`src/hw/lac_pkg.sv`:
```
package lac_pkg;

  // Register offsets (byte addresses)
  localparam logic [11:0] OFS_CTRL     = 12'h000;
  localparam logic [11:0] OFS_START    = 12'h004;
  localparam logic [11:0] OFS_STATUS   = 12'h008;
  localparam logic [11:0] OFS_IRQ_STAT = 12'h00c;
  localparam logic [11:0] OFS_IRQ_CLR  = 12'h010;
  localparam logic [11:0] OFS_IRQ_EN   = 12'h014;
  localparam logic [11:0] OFS_RET      = 12'h018;

  // Control register bits
  localparam int CTRL_START_BIT = 0;
  localparam int CTRL_ABORT_BIT = 1;

  // Interrupt status bits
  localparam int IRQ_END_BIT  = 0;
  localparam int IRQ_TXB_BIT  = 1;
  localparam int IRQ_RXB_BIT  = 2;
  localparam int IRQ_ERR_BIT  = 3;

  // Reset values
  localparam logic [31:0] START_RST  = 32'h0000_0000;
  localparam logic [3:0]  IRQ_EN_RST = 4'h0;

  // Command word 0 layout
  localparam int OP_LSB    = 24;
  localparam int CHAIN_BIT = 23;
  localparam int TMR_LSB   = 20;
  localparam int CNT_LSB   = 0;

  // Operation codes
  localparam logic [7:0] OP_CMP_EQ  = 8'h01;
  localparam logic [7:0] OP_CMP_NE  = 8'h02;
  localparam logic [7:0] OP_CALL    = 8'h03;
  localparam logic [7:0] OP_RETURN  = 8'h04;
  localparam logic [7:0] OP_TX_BRK  = 8'h05;
  localparam logic [7:0] OP_RX_BRK  = 8'h06;

  // Highest supported timer encoding
  localparam logic [2:0] TMR_MAX = 3'h5;

  // Completion codes
  localparam logic [7:0] END_NONE    = 8'h00;
  localparam logic [7:0] END_OK      = 8'h01;
  localparam logic [7:0] END_BRK_RX  = 8'h10;
  localparam logic [7:0] END_ABORT   = 8'h80;
  localparam logic [7:0] END_INV_CMD = 8'hc2;
  localparam logic [7:0] END_INV_TMR = 8'hc6;

  // Timing
  localparam longint CLK_HZ      = 100_000_000;
  localparam longint BRK_TX_MS   = 200;
  localparam longint BRK_RX_MS   = 150;
  localparam int     BRK_TX_CYC  = int'((BRK_TX_MS * CLK_HZ) / 1000);
  localparam int     BRK_RX_CYC  = int'((BRK_RX_MS * CLK_HZ) / 1000);
  localparam int     BRK_CNT_W   = 25;

  typedef struct packed {
    logic        req;
    logic [31:0] addr;
  } lac_mem_req_t;

  typedef enum logic [3:0] {
    ST_IDLE   = 4'b0000,
    ST_FETCH  = 4'b0001,
    ST_DECODE = 4'b0011,
    ST_RDA    = 4'b0010,
    ST_RDB    = 4'b0110,
    ST_EVAL   = 4'b0111,
    ST_TXB    = 4'b0101,
    ST_RXB    = 4'b0100
  } lac_st_t;

  typedef struct packed {
    lac_st_t          st;
    logic [31:0]      pc;
    logic [31:0]      ret;
    logic [31:0]      start;
    logic [3:0][31:0] w;
    logic [1:0]       widx;
    logic [4:0]       idx;
    logic             eq;
    logic [7:0]       byte_a;
    logic [7:0]       code;
    logic             busy;
    logic [3:0]       irq_st;
    logic [3:0]       irq_en;
    logic             irq;
    logic             rdy;
    logic             slverr;
    logic [31:0]      rdata;
    lac_mem_req_t     mem;
    logic             tx_go;
    logic             rx_arm;
    logic             stop;
  } lac_state_t;

  typedef struct packed {
    logic                 rx_m;
    logic                 rx_s;
    logic                 txd;
    logic                 tx_busy;
    logic [BRK_CNT_W-1:0] tx_cnt;
    logic [BRK_CNT_W-1:0] rx_cnt;
    logic                 tx_done;
    logic                 rx_brk;
  } lac_brk_state_t;

endpackage

```
`src/hw/lac_break_unit.sv`:
```
`timescale 1ns/100ps
module lac_break_unit
  import lac_pkg::*;
#(
  parameter int TX_CYC = BRK_TX_CYC,
  parameter int RX_CYC = BRK_RX_CYC
)(
  // Clock and reset
  input  wire logic core_clk_i,
  input  wire logic rstn_i,
  // Control
  input  wire logic tx_go_i,
  input  wire logic rx_arm_i,
  input  wire logic stop_i,
  // Line
  input  wire logic line_rxd_i,
  output logic      line_txd_o,
  // Events
  output logic      tx_done_o,
  output logic      rx_brk_o
);

  lac_brk_state_t s, n;

  always_comb
  begin
    n         = s;
    n.rx_m    = line_rxd_i;
    n.rx_s    = s.rx_m;
    n.tx_done = 1'b0;
    n.rx_brk  = 1'b0;
    if (stop_i)
    begin
      n.tx_busy = 1'b0;
      n.txd     = 1'b1;
    end
    else if (s.tx_busy)
    begin
      if (s.tx_cnt == BRK_CNT_W'(1))
      begin
        n.tx_busy = 1'b0;
        n.txd     = 1'b1;
        n.tx_done = 1'b1;
      end
      else
        n.tx_cnt = s.tx_cnt - BRK_CNT_W'(1);
    end
    else if (tx_go_i)
    begin
      n.tx_busy = 1'b1;
      n.txd     = 1'b0;
      n.tx_cnt  = BRK_CNT_W'(TX_CYC);
    end
    if (rx_arm_i && !stop_i && !s.rx_s)
    begin
      if (s.rx_cnt == BRK_CNT_W'(RX_CYC - 1))
      begin
        n.rx_brk = 1'b1;
        n.rx_cnt = '0;
      end
      else
        n.rx_cnt = s.rx_cnt + BRK_CNT_W'(1);
    end
    else
      n.rx_cnt = '0;
  end

  always_ff @(posedge core_clk_i)
  begin
    if (!rstn_i)
    begin
      s      <= '0;
      s.rx_m <= 1'b1;
      s.rx_s <= 1'b1;
      s.txd  <= 1'b1;
    end
    else
      s <= n;
  end

  assign line_txd_o = s.txd;
  assign tx_done_o  = s.tx_done;
  assign rx_brk_o   = s.rx_brk;

endmodule // lac_break_unit

```
`src/hw/lac_cmd_flow.sv`:
```
`timescale 1ns/100ps
module lac_cmd_flow
  import lac_pkg::*;
#(
  parameter int TX_CYC = BRK_TX_CYC,
  parameter int RX_CYC = BRK_RX_CYC
)(
  // Clock and reset
  input  wire logic         core_clk_i,
  input  wire logic         rstn_i,
  // APB slave
  input  wire logic         psel_i,
  input  wire logic         penable_i,
  input  wire logic         pwrite_i,
  input  wire logic [11:0]  paddr_i,
  input  wire logic [31:0]  pwdata_i,
  output logic              pready_o,
  output logic      [31:0]  prdata_o,
  output logic              pslverr_o,
  // Storage read port
  output lac_mem_req_t      mem_o,
  input  wire logic         mem_ack_i,
  input  wire logic [31:0]  mem_rdata_i,
  // Line
  output logic              line_txd_o,
  input  wire logic         line_rxd_i,
  // Interrupt
  output logic              irq_o
);

  lac_state_t s, n;
  logic       tx_done_w;
  logic       rx_brk_w;

  function automatic logic [2:0] cmd_len(input logic [7:0] op);
    case (op)
      OP_CMP_EQ, OP_CMP_NE: cmd_len = 3'd4;
      OP_CALL:              cmd_len = 3'd2;
      default:              cmd_len = 3'd1;
    endcase
  endfunction

  function automatic logic [7:0] byte_sel(input logic [31:0] word, input logic [1:0] lane);
    byte_sel = word[8*lane +: 8];
  endfunction

  lac_break_unit #(
    .TX_CYC (TX_CYC),
    .RX_CYC (RX_CYC)
  ) u_brk (
    .core_clk_i (core_clk_i),
    .rstn_i     (rstn_i),
    .tx_go_i    (s.tx_go),
    .rx_arm_i   (s.rx_arm),
    .stop_i     (s.stop),
    .line_rxd_i (line_rxd_i),
    .line_txd_o (line_txd_o),
    .tx_done_o  (tx_done_w),
    .rx_brk_o   (rx_brk_w)
  );

  always_comb
  begin
    logic        acc;
    logic        wr;
    logic        fin;
    logic        adv;
    logic        take;
    logic [7:0]  fin_code;
    logic [3:0]  ev;
    logic [3:0]  clr;
    logic [7:0]  op;
    logic [31:0] next_pc;
    logic [31:0] baddr;
    acc      = psel_i && penable_i && s.rdy;
    wr       = acc && pwrite_i;
    fin      = 1'b0;
    adv      = 1'b0;
    take     = 1'b0;
    fin_code = END_NONE;
    ev       = 4'h0;
    clr      = 4'h0;
    op       = s.w[0][OP_LSB +: 8];
    next_pc  = s.pc + 32'({cmd_len(op), 2'b00});
    baddr    = 32'h0000_0000;
    n        = s;
    n.tx_go  = 1'b0;
    n.stop   = 1'b0;

    // Register writes take effect on the completing edge
    if (wr)
    begin
      case (paddr_i)
        OFS_START:   n.start  = pwdata_i;
        OFS_IRQ_EN:  n.irq_en = pwdata_i[3:0];
        OFS_IRQ_CLR: clr      = pwdata_i[3:0];
        default:     ;
      endcase
    end

    case (s.st)
      ST_IDLE:
      begin
        if (wr && paddr_i == OFS_CTRL && pwdata_i[CTRL_START_BIT])
        begin
          n.st   = ST_FETCH;
          n.pc   = s.start;
          n.widx = 2'd0;
          n.busy = 1'b1;
          n.code = END_NONE;
        end
      end
      ST_FETCH:
      begin
        if (!s.mem.req)
        begin
          n.mem.req  = 1'b1;
          n.mem.addr = s.pc + 32'({s.widx, 2'b00});
        end
        else if (mem_ack_i)
        begin
          n.mem.req    = 1'b0;
          n.w[s.widx]  = mem_rdata_i;
          op           = (s.widx == 2'd0) ? mem_rdata_i[OP_LSB +: 8] : s.w[0][OP_LSB +: 8];
          if ({1'b0, s.widx} + 3'd1 < cmd_len(op))
            n.widx = s.widx + 2'd1;
          else
            n.st = ST_DECODE;
        end
      end
      ST_DECODE:
      begin
        n.widx = 2'd0;
        if (op < OP_CMP_EQ || op > OP_RX_BRK)
        begin
          fin      = 1'b1;
          fin_code = END_INV_CMD;
        end
        else if (s.w[0][TMR_LSB +: 3] > TMR_MAX)
        begin
          fin      = 1'b1;
          fin_code = END_INV_TMR;
        end
        else
        begin
          case (op)
            OP_CMP_EQ, OP_CMP_NE:
            begin
              n.idx = 5'd0;
              n.eq  = 1'b1;
              n.st  = (s.w[0][CNT_LSB +: 5] == 5'd0) ? ST_EVAL : ST_RDA;
            end
            OP_CALL:
            begin
              n.ret = next_pc;
              n.pc  = s.w[1];
              n.st  = ST_FETCH;
            end
            OP_RETURN:
            begin
              n.pc = s.ret;
              n.st = ST_FETCH;
            end
            OP_TX_BRK:
            begin
              n.tx_go = 1'b1;
              n.st    = ST_TXB;
            end
            default:
            begin
              n.rx_arm = 1'b1;
              n.st     = ST_RXB;
            end
          endcase
        end
      end
      ST_RDA, ST_RDB:
      begin
        baddr = (s.st == ST_RDA) ? s.w[1] : s.w[2];
        baddr = baddr + 32'(s.idx);
        if (!s.mem.req)
        begin
          n.mem.req  = 1'b1;
          n.mem.addr = {baddr[31:2], 2'b00};
        end
        else if (mem_ack_i)
        begin
          n.mem.req = 1'b0;
          if (s.st == ST_RDA)
          begin
            n.byte_a = byte_sel(mem_rdata_i, baddr[1:0]);
            n.st     = ST_RDB;
          end
          else
          begin
            if (byte_sel(mem_rdata_i, baddr[1:0]) != s.byte_a)
              n.eq = 1'b0;
            n.idx = s.idx + 5'd1;
            n.st  = (s.idx + 5'd1 == s.w[0][CNT_LSB +: 5]) ? ST_EVAL : ST_RDA;
          end
        end
      end
      ST_EVAL:
      begin
        take = (op == OP_CMP_EQ) ? s.eq : !s.eq;
        if (take)
        begin
          n.pc = s.w[3];
          n.st = ST_FETCH;
        end
        else
          adv = 1'b1;
      end
      ST_TXB:
      begin
        if (tx_done_w)
        begin
          ev[IRQ_TXB_BIT] = 1'b1;
          n.code          = END_OK;
          adv             = 1'b1;
        end
      end
      ST_RXB:
      begin
        if (rx_brk_w)
        begin
          ev[IRQ_RXB_BIT] = 1'b1;
          n.rx_arm        = 1'b0;
          n.code          = END_BRK_RX;
          adv             = 1'b1;
        end
      end
      default:
      begin
        fin      = 1'b1;
        fin_code = END_INV_CMD;
      end
    endcase

    if (adv)
    begin
      if (s.w[0][CHAIN_BIT])
      begin
        n.pc = next_pc;
        n.st = ST_FETCH;
      end
      else
      begin
        fin      = 1'b1;
        fin_code = (n.code == END_NONE) ? END_OK : n.code;
      end
    end

    if (wr && paddr_i == OFS_CTRL && pwdata_i[CTRL_ABORT_BIT] && s.busy)
    begin
      fin      = 1'b1;
      fin_code = END_ABORT;
    end

    if (fin)
    begin
      n.st       = ST_IDLE;
      n.busy     = 1'b0;
      n.code     = fin_code;
      n.mem.req  = 1'b0;
      n.tx_go    = 1'b0;
      n.rx_arm   = 1'b0;
      n.stop     = 1'b1;
      ev[IRQ_END_BIT] = 1'b1;
      if (fin_code == END_INV_CMD || fin_code == END_INV_TMR)
        ev[IRQ_ERR_BIT] = 1'b1;
    end

    // Set wins over clear
    n.irq_st = (s.irq_st & ~clr) | ev;
    n.irq    = |(n.irq_st & n.irq_en);

    // APB answer one cycle into the access phase
    n.rdy    = psel_i && penable_i && !s.rdy;
    n.slverr = 1'b0;
    n.rdata  = 32'h0000_0000;
    if (psel_i && penable_i && !s.rdy)
    begin
      case (paddr_i)
        OFS_CTRL, OFS_IRQ_CLR: n.rdata = 32'h0000_0000;
        OFS_START:    n.rdata = s.start;
        OFS_STATUS:   n.rdata = {16'h0000, s.code, 7'h00, s.busy};
        OFS_IRQ_STAT: n.rdata = {28'h0000000, s.irq_st};
        OFS_IRQ_EN:   n.rdata = {28'h0000000, s.irq_en};
        OFS_RET:      n.rdata = s.ret;
        default:      n.slverr = 1'b1;
      endcase
    end
  end

  always_ff @(posedge core_clk_i)
  begin
    if (!rstn_i)
    begin
      s        <= '0;
      s.st     <= ST_IDLE;
      s.start  <= START_RST;
      s.irq_en <= IRQ_EN_RST;
    end
    else
      s <= n;
  end

  assign pready_o  = s.rdy;
  assign prdata_o  = s.rdata;
  assign pslverr_o = s.slverr;
  assign mem_o     = s.mem;
  assign irq_o     = s.irq;

endmodule // lac_cmd_flow

```
`config.mk`:
```
export PLATFORM = sky130hd
export DESIGN_NAME = lac_cmd_flow
export DESIGN_NICKNAME = d
export VERILOG_FILES = /design/src/hw/lac_pkg.sv /design/src/hw/lac_break_unit.sv /design/src/hw/lac_cmd_flow.sv
export SDC_FILE = /design/constraint.sdc
export NUM_CORES = 1
export LEC_CHECK = 0
export ABC_AREA = 1
export BUFFER_PORTS_ARGS = -buffer_cell sky130_fd_sc_hd__buf_2
export CAP_MARGIN = 25
export CORE_AREA = 4 4 178 180
export CTS_BUF_LIST = sky130_fd_sc_hd__clkbuf_8
export DETAILED_ROUTE_END_ITERATION = 7
export DIE_AREA = 0 0 182 184
export GPL_ROUTABILITY_DRIVEN = 0
export GPL_TIMING_DRIVEN = 0
export MAX_ROUTING_LAYER = met4
export PLACE_DENSITY = 0.87
export SLEW_MARGIN = 20
export SYNTH_ARGS = -nofsm -noshare
export SYNTH_HDL_FRONTEND = slang
export SYNTH_HIERARCHICAL = 1
export SYNTH_SLANG_ARGS = --single-unit
```
`constraint.sdc`:
```
create_clock -name core_clk_i -period 5.9 [get_ports core_clk_i]
set_clock_uncertainty 0.15 [all_clocks]
set_input_delay 0.295 -clock core_clk_i [delete_from_list [all_inputs] [get_ports core_clk_i]]
set_output_delay 0.295 -clock core_clk_i [all_outputs]
set_load 0.02 [all_outputs]
```
==> PnR_summary.wiki <==
{| class="wikitable"
! Metric !! Value
|-
| Sequential-to-total area share from yosys stat || 0.3717
|-
| WP data required || 6260 ps
|-
| Number of distinct library cells after synthesis || 57
|-
| Total vias in the final route || 22495
|-
| TritonCTS clock tree || built
|-
| Signed area change from the synthesized netlist to the final layout || 16.48%
|-
| Vert. Die Dim || 184 um
|-
| Unrepaired setup endpoints after global routing || no
|-
| Row count || 64
|-
| Fraction of power spent switching nets || 0.2375
|-
| Register bit total from synthesis || 372
|-
| Detailed Place HPWL || 53020 um
|-
| Number of hold violations in the final report || 0
|-
| Worst endpoint data arrival time || 4770 ps
|-
| Final-report max-slew violation count || 0
|-
| Max Cap Viol || 0
|-
| Part of the power in the clock network || 0.469
|-
| Leading area contributor after synthesis || sky130_fd_sc_hd__dfxtp_1
|-
| Core footprint || 0.03019 mm^2
|-
| Quantity of hold-fixing buffers added after cts || 68
|-
| Worst supply voltage drop on vdd || 0.0001629 V
|-
| PostCTS Resize Cnt || 0
|-
| Portion of total power attributed to combinational logic || 0.056
|-
| Top flip-flop cell by instance count after synthesis || sky130_fd_sc_hd__dfxtp_1
|-
| Post-Layout Cell Count || 3680
|-
| Synthesized area per cell || 6.779 um^2
|-
| DRC violations left || 44
|-
| # placed instances || 3503
|-
| Sequential Power Share || 0.475
|-
| Highest routed layer || met4
|-
| Worst Setup End Kind || register
|-
| Area used by sequential logic in the layout || 0.007447 mm^2
|-
| Worst-case headroom to the max-slew limit || 0.3840
|-
| Ranking of synthesized cells by area || sky130_fd_sc_hd__dfxtp_1, sky130_fd_sc_hd__nand2_1, sky130_fd_sc_hd__o21ai_0
|-
| Core Util, Final || 0.7732
|-
| Setup TNS || 0 ps
|-
| Slew of the pin with the lowest slew margin || 924.0 ps
|-
| TritonCTS buffer count || 60
|-
| First element of the critical path || s[331]
|-
| Lkg Pwr || 0.009207 uW
|-
| Violation count after the first detailed-routing iteration || 3976
|-
| Post-synth EDFFs || 0
|-
| Yosys warns || 6
|-
| Layout Nets || 3344
|-
| Port Buffer Count || 151
|-
| Final std cell area, no fill || 0.02334 mm^2
|-
| Syn Nets || 3062
|-
| Wire length on met3 || 9941 um
|-
| Worst setup path category || register to register
|-
| Die span in x || 182 um
|-
| Global-route wire length before repair || 112200 um
|-
| Synthesized cell area || 0.02004 mm^2
|-
| Launching point of the worst reg2reg path || s[331]
|-
| Worst hold slack after final layout || 15.37 ps
|-
| Vias per Instance || 6.113
|-
| Clock slew seen by the registers of the worst setup and hold paths || 70 ps
|-
| Maximum number of pins on one net before global-route repair || 16
|-
| Crit path max fanout || 10
|-
| Clock latency at the later pin of the worst-skew pair || 620 ps
|-
| Share of final-layout standard cells stronger than drive strength 1 || 0.1401
|-
| Startpoint of the most critical hold path || paddr_i[6]
|-
| Number of instances in the synthesized netlist || 2956
|-
| Post-route ant nets || 0
|-
| Total overflow reported by the global router || 0
|-
| Sinks on Clock Net || 372
|-
| Final setup violation count || 0
|-
| Antenna violations before repair || 0
|-
| GR Util All Layers || 0.4316
|-
| Detailed Routing Iterations Pass 1 || 8
|-
| WL per Instance || 19.88 um
|-
| Ratio of final minimum period to clock period || 0.7474
|-
| Result of the run || finished, violations left
|-
| Total power per unit cell area || 228.5 mW/mm^2
|-
| Class of the tightest hold or removal check || primary input to register
|-
| Library cell used as clock root buffer || sky130_fd_sc_hd__clkbuf_8
|-
| Fraction of synthesized cell area taken by the top area cell type || 0.3717
|-
| Routed metal-1 wirelength || 26130 um
|-
| Failing checks || design-rule violations
|-
| Minimum clock period || 4410 ps
|-
| Setup slack on the worst flop-to-flop path || 1490 ps
|-
| Boundary Pins || 152
|-
| Detail Route met2 WL || 30930 um
|-
| Maximum clock insertion buffer count || 3
|-
| Die Area || 0.03349 mm^2
|-
| Via count of the first global-routing pass || 21052
|-
| Count of buffers added by post-CTS timing repair for setup || 0
|-
| Overall routed net length || 73160 um
|-
| Max Clk Rate || 226.8 MHz
|-
| Instance area after placement || 0.02129 mm^2
|-
| Async SR Flop Fraction || 0
|-
| Switching power total || 1266 uW
|-
| Commonest cells in the netlist || sky130_fd_sc_hd__nand2_1, sky130_fd_sc_hd__dfxtp_1, sky130_fd_sc_hd__nor2_1
|-
| Power Internal || 4066 uW
|-
| Starting density of the core || 0.6638
|-
| Antenna diode count || 0
|-
| Number of fill cells in the layout || 2208
|-
| H-tree lvl count || 2
|-
| Critical Path Source Type || register
|-
| Area used by multi-input combinational logic || 0.01024 mm^2
|-
| Most used standard cell by instance count after synthesis || sky130_fd_sc_hd__nand2_1
|}
metrics by stage:
stage	total power, uW	worst slack [ps]
6_report	5333	1490
4_1_cts	5298	1625
5_1_grt	5450	1095
3_5_place_dp	2830	1665
3_3_place_gp	2824	1722
2_1_floorplan	2718	2335
path summary, 6_finish.rpt:
path / to / cells after the start
setup / recovery: s[96] / 22
hold / removal: pslverr_o / 3
setup reg to reg: s[96] / 22
hold reg to reg: u_brk/s[54] / 1
placed cells by master, fill, tap and decap left out, drive strengths merged, types with 3 or more instances in the layout:
cell,Yosys,routed
nand4,42,42
o31ai,8,8
xor2,50,50
o22ai,33,33
inv,334,347
a21oi,249,249
clkbuf,94,176
nand3b,12,12
bufinv,0,5
dfxtp,372,372
clkinv,6,15
ha,20,20
fa,3,3
xnor2,17,17
buf,97,248
dlygate4sd3,0,68
nor2,396,396
nand3,134,134
nor3,47,47
o21bai,3,3
o21ai,307,307
a221oi,8,8
a31oi,48,48
nand2,594,594
or2,18,18
nor4,9,9
a211oi,44,44
layout make-up:
class / instances / area share
multi-input cells: 2053 / 0.4389
repair buffers: 220 / 0.06186
flip-flops and latches: 372 / 0.3191
inverters: 340 / 0.05468
clock inverters: 27 / 0.01067
plain buffers: 191 / 0.04583
well taps: 396 / 0.02123
clock buffers: 81 / 0.04776
metal layers:
metal	GRT usage	vias to the layer above
li1	-	10208
met1	0.5183	10013
met2	0.6529	1818
met3	0.1019	456
met4	0.2759	0
met5	-	-
worst max-delay path, cell delays in order, from the launching register on:
cell                       delay [ps]
sky130_fd_sc_hd__dfxtp_1          440
sky130_fd_sc_hd__nor2_4            90
sky130_fd_sc_hd__nand3_4          140
sky130_fd_sc_hd__buf_6            180
sky130_fd_sc_hd__buf_8            160
sky130_fd_sc_hd__buf_6            190
sky130_fd_sc_hd__clkbuf_1         290
sky130_fd_sc_hd__nand2_1           80
sky130_fd_sc_hd__o21ai_0           80
sky130_fd_sc_hd__ha_1             190
sky130_fd_sc_hd__inv_1             50
sky130_fd_sc_hd__fa_1             510
sky130_fd_sc_hd__clkbuf_1         340
sky130_fd_sc_hd__inv_1            260
sky130_fd_sc_hd__nand3_1          170
sky130_fd_sc_hd__nand2_1          110
sky130_fd_sc_hd__or2_2            290
sky130_fd_sc_hd__nand4_1          110
sky130_fd_sc_hd__nor2_1            50
sky130_fd_sc_hd__nand2_1          120
sky130_fd_sc_hd__nand2_1           90
sky130_fd_sc_hd__o21ai_0          140
sky130_fd_sc_hd__a21oi_1           50
power by group through the flow:
stage          Combinational, uW  Sequential [uW]  Clock [uW]
4_1_cts                      277             2530        2490
5_1_grt                      313             2530        2600
3_3_place_gp                 236             2590           0
2_1_floorplan                132             2590           0
6_report                     298             2530        2500
3_5_place_dp                 241             2590           0
cells by family (layout without fill, tap and decap cells):
family	after synthesis	in the layout	share of synthesized area
and+or+nand+nor	1255	1255	0.2694
other	1	1	0.0001871
adders and majority gates	23	23	0.01549
xor gates and xnor gates	67	67	0.02928
DFF	372	372	0.3717
buffers and inverters	531	859	0.1171
AOI/OAI and AO/OA	707	707	0.1969
registers in the layout, summed over array words and instances, names as in the netlist:
signal            flops
pready_o              1
irq_o                 1
mem_o                33
pslverr_o             1
u_brk/n               1
prdata_o             32
s                   248
u_brk/s              52
u_brk/rx_brk_o        1
u_brk/line_txd_o      1
u_brk/tx_done_o       1
(Power assumes the default switching activity.)
